**src/pkg/dacm_pkg.sv**
```systemverilog
// constants and types for the dac attenuation and mute control block
package dacm_pkg;
  localparam int NUM_CHAN = 6;
  localparam int IDX_W = 7;
  localparam int DATA_W = 8;
  // control word layout
  localparam int WORD_W = 16;
  localparam int RW_BIT = 15;
  localparam int IDX_MSB = 14;
  localparam int IDX_LSB = 8;
  localparam logic RW_WRITE = 1'b0;
  localparam logic RW_READ = 1'b1;
  // register indices
  localparam logic [IDX_W-1:0] IDX_CH1_ATTEN = 7'h01;
  localparam logic [IDX_W-1:0] IDX_CH6_ATTEN = 7'h06;
  localparam logic [IDX_W-1:0] IDX_LOAD_RATE_MUTE = 7'h07;
  localparam logic [IDX_W-1:0] IDX_ZMUTE_OUT_DIS = 7'h08;
  localparam logic [IDX_W-1:0] IDX_FILT_CLK_FMT = 7'h09;
  // field positions
  localparam int LOAD_EN_BIT = 7;
  localparam int RATE_SEL_BIT = 6;
  localparam int ZERO_MUTE_BIT = 6;
  localparam int REG9_FIELD_W = 6;
  // reset values and levels
  localparam logic [DATA_W-1:0] ATTEN_RESET = 8'hFF;
  localparam logic [DATA_W-1:0] MUTE_LEVEL = 8'h80;
  localparam logic [DATA_W-1:0] CTRL_RESET = 8'h00;
  localparam logic [DATA_W-1:0] READ_NONE = 8'h00;
  // ramp step interval in sample periods
  localparam int STEP_SLOW_FS = 4;
  localparam int STEP_FAST_FS = 2;
  localparam int STEP_CNT_W = 2;
  localparam logic [STEP_CNT_W-1:0] STEP_SLOW_LAST =
    STEP_CNT_W'(STEP_SLOW_FS - 1);
  localparam logic [STEP_CNT_W-1:0] STEP_FAST_LAST =
    STEP_CNT_W'(STEP_FAST_FS - 1);

  typedef struct packed {
    logic rw;
    logic [IDX_W-1:0] register_index;
    logic [DATA_W-1:0] data;
  } dacm_word_t;

  typedef enum logic {
    DACM_RATE_FAST,
    DACM_RATE_SLOW
  } dacm_rate_t;
endpackage

```
**src/design/dacm_ctrl.sv**
```systemverilog
// attenuation, soft mute and output disable control registers
// Function
// - top word bit: zero writes, one reads
// - bits fourteen to eight pick the register
// - six independent 8-bit attenuation settings
// - level in dB is half of setting minus 255
// - settings of 128 or below mean mute
// - attenuation settings reset to 255, 0 dB
// - one load-enable bit governs all attenuators
// - load enable low disables and discards settings
// - level ramps one half-dB step per interval
// - rate bit picks two or four samples
// - six soft-mute bits, reset cleared, normal operation
// - soft mute ramps channel down to mute while load enable is set
// - unmute ramps back to programmed level
// - six output-disable bits, cleared connects converter
// - disable bit switches amplifier to mid-supply
`timescale 1ns/1ps
`default_nettype none
module dacm_ctrl
  import dacm_pkg::*;
#(
  parameter int CHANNELS = NUM_CHAN
)
(
  // clock and reset
  input wire logic i_ref_clk,
  input wire logic i_rst_b,
  // control words from the serial port framing
  input wire logic i_word_valid,
  input wire logic [WORD_W-1:0] i_word,
  // one pulse per audio sample period
  input wire logic i_fs_tick,
  // read answer
  output logic o_rd_valid,
  output logic [DATA_W-1:0] o_rd_data,
  // attenuator outputs
  output logic [CHANNELS-1:0][DATA_W-1:0] o_channel_atten_level,
  output logic [CHANNELS-1:0] o_channel_muted,
  // analog side controls
  output logic [CHANNELS-1:0] o_channel_output_disable,
  output logic o_zero_detect_mute_en,
  output logic [REG9_FIELD_W-1:0] o_filter_clock_format
);
  dacm_word_t word;
  logic wr_stb;
  logic rd_stb;
  logic [CHANNELS-1:0][DATA_W-1:0] channel_atten_level;
  logic atten_load_enable;
  dacm_rate_t atten_ramp_rate_sel;
  logic [CHANNELS-1:0] soft_mute_channel;
  logic [CHANNELS-1:0] channel_output_disable;
  logic zero_detect_mute_en;
  logic [REG9_FIELD_W-1:0] filter_clock_format;
  logic [STEP_CNT_W-1:0] fs_count;
  logic [STEP_CNT_W-1:0] step_last;
  logic step_tick;
  logic [DATA_W-1:0] next_rd_data;

  // decode helpers
  function automatic logic is_atten_idx(input logic [IDX_W-1:0] idx);
    return idx >= IDX_CH1_ATTEN && idx <= IDX_CH6_ATTEN;
  endfunction

  function automatic logic [DATA_W-1:0] mute_floor(
    input logic [DATA_W-1:0] lvl);
    return (lvl <= MUTE_LEVEL) ? MUTE_LEVEL : lvl;
  endfunction

  assign word = dacm_word_t'(i_word);
  assign wr_stb = i_word_valid && word.rw == RW_WRITE;
  assign rd_stb = i_word_valid && word.rw == RW_READ;

  // attenuation settings, one per channel
  generate
    for (genvar c = 0; c < CHANNELS; c++) begin : g_chan
      localparam logic [IDX_W-1:0] MY_IDX =
        IDX_CH1_ATTEN + IDX_W'(c);
      logic [DATA_W-1:0] target;

      always_ff @(posedge i_ref_clk or negedge i_rst_b) begin
        if (!i_rst_b) begin
          channel_atten_level[c] <= ATTEN_RESET;
        end else if (!atten_load_enable) begin
          channel_atten_level[c] <= ATTEN_RESET;
        end else if (wr_stb && word.register_index == MY_IDX) begin
          channel_atten_level[c] <= word.data;
        end
      end

      // mute pulls target to the floor, unmute restores it
      assign target = soft_mute_channel[c] ? MUTE_LEVEL :
        mute_floor(channel_atten_level[c]);

      dacm_ramp u_ramp (
        .i_ref_clk(i_ref_clk),
        .i_rst_b(i_rst_b),
        .i_enable(atten_load_enable),
        .i_step(step_tick),
        .i_target(target),
        .o_level(o_channel_atten_level[c])
      );

      // level equals 0.5 * (value - 255) dB; floor is mute
      always_ff @(posedge i_ref_clk or negedge i_rst_b) begin
        if (!i_rst_b) begin
          o_channel_muted[c] <= 1'b0;
        end else begin
          o_channel_muted[c] <= atten_load_enable &&
            o_channel_atten_level[c] <= MUTE_LEVEL;
        end
      end
    end
  endgenerate

  // load, rate and soft mute register
  always_ff @(posedge i_ref_clk or negedge i_rst_b) begin
    if (!i_rst_b) begin
      atten_load_enable <= CTRL_RESET[LOAD_EN_BIT];
      atten_ramp_rate_sel <= DACM_RATE_FAST;
      soft_mute_channel <= CTRL_RESET[CHANNELS-1:0];
    end else if (wr_stb && word.register_index == IDX_LOAD_RATE_MUTE) begin
      atten_load_enable <= word.data[LOAD_EN_BIT];
      atten_ramp_rate_sel <= dacm_rate_t'(word.data[RATE_SEL_BIT]);
      soft_mute_channel <= word.data[CHANNELS-1:0];
    end
  end

  // zero-detect enable and output disable register
  always_ff @(posedge i_ref_clk or negedge i_rst_b) begin
    if (!i_rst_b) begin
      zero_detect_mute_en <= CTRL_RESET[ZERO_MUTE_BIT];
      channel_output_disable <= CTRL_RESET[CHANNELS-1:0];
    end else if (wr_stb && word.register_index == IDX_ZMUTE_OUT_DIS) begin
      zero_detect_mute_en <= word.data[ZERO_MUTE_BIT];
      channel_output_disable <= word.data[CHANNELS-1:0];
    end
  end

  // filter, clock and format fields held for the logic that uses them
  always_ff @(posedge i_ref_clk or negedge i_rst_b) begin
    if (!i_rst_b) begin
      filter_clock_format <= CTRL_RESET[REG9_FIELD_W-1:0];
    end else if (wr_stb && word.register_index == IDX_FILT_CLK_FMT) begin
      filter_clock_format <= word.data[REG9_FIELD_W-1:0];
    end
  end

  // ramp step interval counted in sample periods
  assign step_last = (atten_ramp_rate_sel == DACM_RATE_SLOW) ?
    STEP_SLOW_LAST : STEP_FAST_LAST;

  always_ff @(posedge i_ref_clk or negedge i_rst_b) begin
    if (!i_rst_b) begin
      fs_count <= '0;
      step_tick <= 1'b0;
    end else begin
      step_tick <= 1'b0;
      if (i_fs_tick) begin
        if (fs_count >= step_last) begin
          fs_count <= '0;
          step_tick <= 1'b1;
        end else begin
          fs_count <= fs_count + STEP_CNT_W'(1);
        end
      end
    end
  end

  // read-back mux; unmapped indices answer zero
  always_comb begin
    next_rd_data = READ_NONE;
    if (is_atten_idx(word.register_index)) begin
      next_rd_data = channel_atten_level[
        word.register_index - IDX_CH1_ATTEN];
    end else begin
      case (word.register_index)
        IDX_LOAD_RATE_MUTE: begin
          next_rd_data[LOAD_EN_BIT] = atten_load_enable;
          next_rd_data[RATE_SEL_BIT] = atten_ramp_rate_sel;
          next_rd_data[CHANNELS-1:0] = soft_mute_channel;
        end
        IDX_ZMUTE_OUT_DIS: begin
          next_rd_data[ZERO_MUTE_BIT] = zero_detect_mute_en;
          next_rd_data[CHANNELS-1:0] = channel_output_disable;
        end
        IDX_FILT_CLK_FMT: begin
          next_rd_data[REG9_FIELD_W-1:0] = filter_clock_format;
        end
        default: begin
          next_rd_data = READ_NONE;
        end
      endcase
    end
  end

  always_ff @(posedge i_ref_clk or negedge i_rst_b) begin
    if (!i_rst_b) begin
      o_rd_valid <= 1'b0;
      o_rd_data <= READ_NONE;
    end else begin
      o_rd_valid <= rd_stb;
      if (rd_stb) begin
        o_rd_data <= next_rd_data;
      end
    end
  end

  // outputs to the analog side from flops
  always_ff @(posedge i_ref_clk or negedge i_rst_b) begin
    if (!i_rst_b) begin
      o_channel_output_disable <= CTRL_RESET[CHANNELS-1:0];
      o_zero_detect_mute_en <= 1'b0;
      o_filter_clock_format <= CTRL_RESET[REG9_FIELD_W-1:0];
    end else begin
      o_channel_output_disable <= channel_output_disable;
      o_zero_detect_mute_en <= zero_detect_mute_en;
      o_filter_clock_format <= filter_clock_format;
    end
  end
endmodule
`default_nettype wire

```
**src/design/dacm_ramp.sv**
```systemverilog
// one channel of stepwise attenuation ramping
`timescale 1ns/1ps
`default_nettype none
module dacm_ramp
  import dacm_pkg::*;
(
  // clock and reset
  input wire logic i_ref_clk,
  input wire logic i_rst_b,
  // control
  input wire logic i_enable,
  input wire logic i_step,
  input wire logic [DATA_W-1:0] i_target,
  // applied level
  output logic [DATA_W-1:0] o_level
);
  // disabled attenuator passes 0 dB; otherwise walk one step per tick
  always_ff @(posedge i_ref_clk or negedge i_rst_b) begin
    if (!i_rst_b) begin
      o_level <= ATTEN_RESET;
    end else if (!i_enable) begin
      o_level <= ATTEN_RESET;
    end else if (i_step) begin
      if (o_level < i_target) begin
        o_level <= o_level + 8'h01;
      end else if (o_level > i_target) begin
        o_level <= o_level - 8'h01;
      end
    end
  end
endmodule
`default_nettype wire

```
**config.mk**
```make
export PLATFORM = sky130hd
export DESIGN_NAME = dacm_ctrl
export DESIGN_NICKNAME = d
export VERILOG_FILES = /design/src/pkg/dacm_pkg.sv /design/src/design/dacm_ctrl.sv /design/src/design/dacm_ramp.sv
export SDC_FILE = /design/constraint.sdc
export NUM_CORES = 1
export LEC_CHECK = 0
export BUFFER_PORTS_ARGS = -buffer_cell sky130_fd_sc_hd__buf_4
export CORE_UTILIZATION = 62
export CTS_BUF_LIST = sky130_fd_sc_hd__clkbuf_2 sky130_fd_sc_hd__clkbuf_4 sky130_fd_sc_hd__clkbuf_8
export DETAILED_ROUTE_END_ITERATION = 8
export PLACE_DENSITY_LB_ADDON = 0.25
export RECOVER_POWER = 50
export SYNTH_ARGS = -nofsm -noshare
export SYNTH_HDL_FRONTEND = slang
export SYNTH_HIERARCHICAL = 1
export SYNTH_SLANG_ARGS = --single-unit
```
**constraint.sdc**
```tcl
create_clock -name i_ref_clk -period 4.3 [get_ports i_ref_clk]
set_input_delay 0.43 -clock i_ref_clk [delete_from_list [all_inputs] [get_ports i_ref_clk]]
set_output_delay 0.43 -clock i_ref_clk [all_outputs]
set_load 0.1 [all_outputs]
```
==> out/metrics.yaml <==
drt:
  post-route-drc-count: 0
  wire_per_inst_um: 17.0
  vias_per_cell: 5.85
  initialDrtViolationCount: 545
  dr.pass1.iters: 6
  ant_nets: 0
  wl_um: 22800
  vias: 7857
final_layout:
  drive_above_1_share: 0.242
  fill_cells: 1258
  diodes: 0
  mostFrequentLayoutCell: "nand2_1"
  layout_common_cells: "nand2_1 (153), dfstp_2 (96), ha_1 (95)"
  seqCellArea_mm2: 0.00382
  design_area_mm2: 0.0114
  multi_input_area_mm2: 0.00590
  postLayoutCoreUtil: 0.718
  area_growth_pct: 12.7
  nets: 1234
power:
  power.leakage_nw: 5.36
  combPwrFrac: 0.246
  switching_share: 0.325
  vdd_drop_max_mv: 0.219
  p_int_w: 0.00248
  switchingPower_w: 0.00119
  p_clk_frac: 0.348
  power.density_mw_per_mm2: 323
  power_frac_seq: 0.406
clock_tree:
  postCtsHoldBufs: 0
  clock_path_buffers: 2
  clk_pin_slew_worst_paths_ns: 0.09
  cts_num_sinks: 148
  cts_buffers: 17
  cts_tree: "yes"
  post_cts_buffers: 0
  ctsHtreeMaxLevel: 4
  cts_root_buf: "clkbuf_8"
  cts-resized-gates: 0
  clk_latency_ns: 0.47
grt:
  grt_pass1_wl_um: 37300
  grt.total_usage: 0.286
  grt_max_degree: 91
  grt_overflow: 0
  grt_pass1_vias: 7540
  antenna_found_initial: 0
outcome:
  status: "complete, but fails checks"
  violations: "capacitance limit, slew limit"
die:
  num_rows: 46
  core-area_mm2: 0.0159
  die_w_um: 130
  die-area_mm2: 0.0168
  start_util: 0.637
  pin_count: 96
  die-height_um: 130
critical_path:
  slowest_delay_ns: 0.55
  arrival_ns: 4.31
  endpoint_kind: "flop"
  path_cells: "nor2b_1 -> and2_1 -> inv_1 -> ha_1 -> o21ai_0 -> a21oi_1 -> o21bai_1 -> nand2_1 -> ha_1 -> a21oi_1 -> nand2_1 -> a21oi_1 -> a211oi_1 -> a311o_1 -> a311oi_1"
  crit_top_cell: "a21oi_1"
  slowest_stage: "dfstp_2"
  required_ns: 4.66
  critPathKind: "flop to flop"
  crit_fanout: 10
  start_kind: "flop"
yosys:
  ys_warn_count: 6
  synth_top_family_by_area: "simple AND/OR/NAND/NOR gates"
  synthCells: 1023
  synth-seq-area-share: 0.378
  synth_fa_ha_area_frac: 0.129
  ys_seq_elements: 148
  synth_compound_area_frac: 0.138
  synth-simple-area-share: 0.167
  synth_flop_cell: "dfstp_2"
  synth_edf_count: 0
  synthXorXnorAreaFrac: 0.0293
  synth_area_mm2: 0.0101
  async_flop_share: 1.00
  postSynthAreaPerCell_um2: 9.89
  synth.area.mux_share: 0.117
  yosys.cell_types.count: 60
hold_path:
  hold_path_class: "input port to flop"
timing:
  slew-limit-headroom: -0.482
  period_share: 0.918
  skew_ns: 0.0155
  whs_ns: 0.216
  finalCriticalPeriod_ns: 3.95
  fin_setup_tns_ns: 0
  fmax_mhz: 253
  worst_pin_slew_ns: 2.22
  rsz0062_at_grt: "false"
  setup_viol: 0
  hold_viol: 0
  maxSlewViolCount: 178
  setup_ws_ns: 0.353
placement:
  pre_cts_slack_ns: 0.367
  globalplace.congestion: 0.838
  io_buffers: 95
  hpwl_um: 16200
  place_area_mm2: 0.0110
flow_run:
  cap_violations: 3
[power groups by stage]
stage	clock [W]	sequential, W	combinational [W]
after floorplan	0	0.00163	0.000585
after global placement	0	0.00152	0.000884
after detailed placement	0	0.00152	0.000906
after CTS	0.00130	0.00149	0.000912
after global routing	0.00136	0.00150	0.000997
final	0.00128	0.00149	0.000905
[layout make-up]
type,instances,share of cell area
tap,216,0.0237
sequential,148,0.335
inverter,64,0.0211
timing repair buffer,104,0.0607
clock buffer,19,0.0224
multi-input combinational,778,0.518
clock inverter,13,0.0190
[worst max-delay path, delay by kind of cell, from the launching register on]
| family | cells | cell delay [ns] |
|---|---|---|
| AOI/OAI and AO/OA | 8 | 1.57 |
| and+or+nand+nor | 4 | 0.94 |
| adders and majority gates | 2 | 0.73 |
| DFF | 1 | 0.55 |
| buffers and inverters | 1 | 0.04 |
[cells by family (layout without fill, tap and decap cells)]
group	count (synthesis)	after routing
AO/OA/AOI/OAI	197	197
XOR/XNOR	33	33
adder cells (fa/ha/maj)	101	101
buffers and inverters	102	200
flip-flops	148	148
multiplexers	104	104
other	1	6
AND/OR/NAND/NOR	337	337
[through the flow]
stage               std cells  total power, W
global route             1342         0.00385
finish                   1342         0.00368
CTS                      1342         0.00371
detailed placement       1310         0.00242
floorplan                1028         0.00221
global placement         1310         0.00240
[flip-flops by register name (all words and copies together) (netlist names)]
signal and cells:
o_rd_data 8, atten_ramp_rate_sel 1, o_filter_clock_format 6, soft_mute_channel 6, o_channel_output_disable 6, zero_detect_mute_en 1, filter_clock_format 6, o_rd_valid 1
channel_output_disable 6, g_chan.u_ramp/o_level 48, channel_atten_level 48, atten_load_enable 1, fs_count 2, o_zero_detect_mute_en 1, step_tick 1, o_channel_muted 6
[path summary, 6_finish.rpt]
path	start	end	slack, ns	cells past startpoint
max in group asynchronous	i_rst_b	o_channel_muted[2]$_DFF_PN0_	1.27	2
min in group asynchronous	i_rst_b	channel_output_disable[5]$_DFFE_PN0P_	0.60	1
worst max register to register	channel_atten_level[23]$_DFFE_PN1P_	g_chan[2].u_ramp/o_level[7]$_DFFE_PN1P_	0.35	15
worst min register to register	filter_clock_format[1]$_DFFE_PN0P_	o_filter_clock_format[1]$_DFF_PN0_	0.40	0
worst min-delay path	i_fs_tick	fs_count[0]$_DFFE_PN0P_	0.22	2
worst max-delay path	channel_atten_level[23]$_DFFE_PN1P_	g_chan[2].u_ramp/o_level[7]$_DFFE_PN1P_	0.35	15
[Yosys cell counts (30+ instances only)]
cell / count / area, um2
nand2_1: 154 / 578
inv_1: 64 / 240
nor2_1: 46 / 173
mux2i_1: 66 / 661
dfrtp_1: 52 / 1300
dfstp_2: 96 / 2520
a21oi_1: 43 / 215
o21ai_0: 49 / 245
and2_1: 42 / 263
ha_1: 95 / 1190
mux2_2: 30 / 338
xnor2_1: 31 / 272
[routing by layer]
metal  track usage  share of wire
met1         0.368           0.43
met2         0.489           0.51
met3        0.0484          0.043
met4        0.0992          0.017
met5             0              0
(Power assumes the default switching activity.)
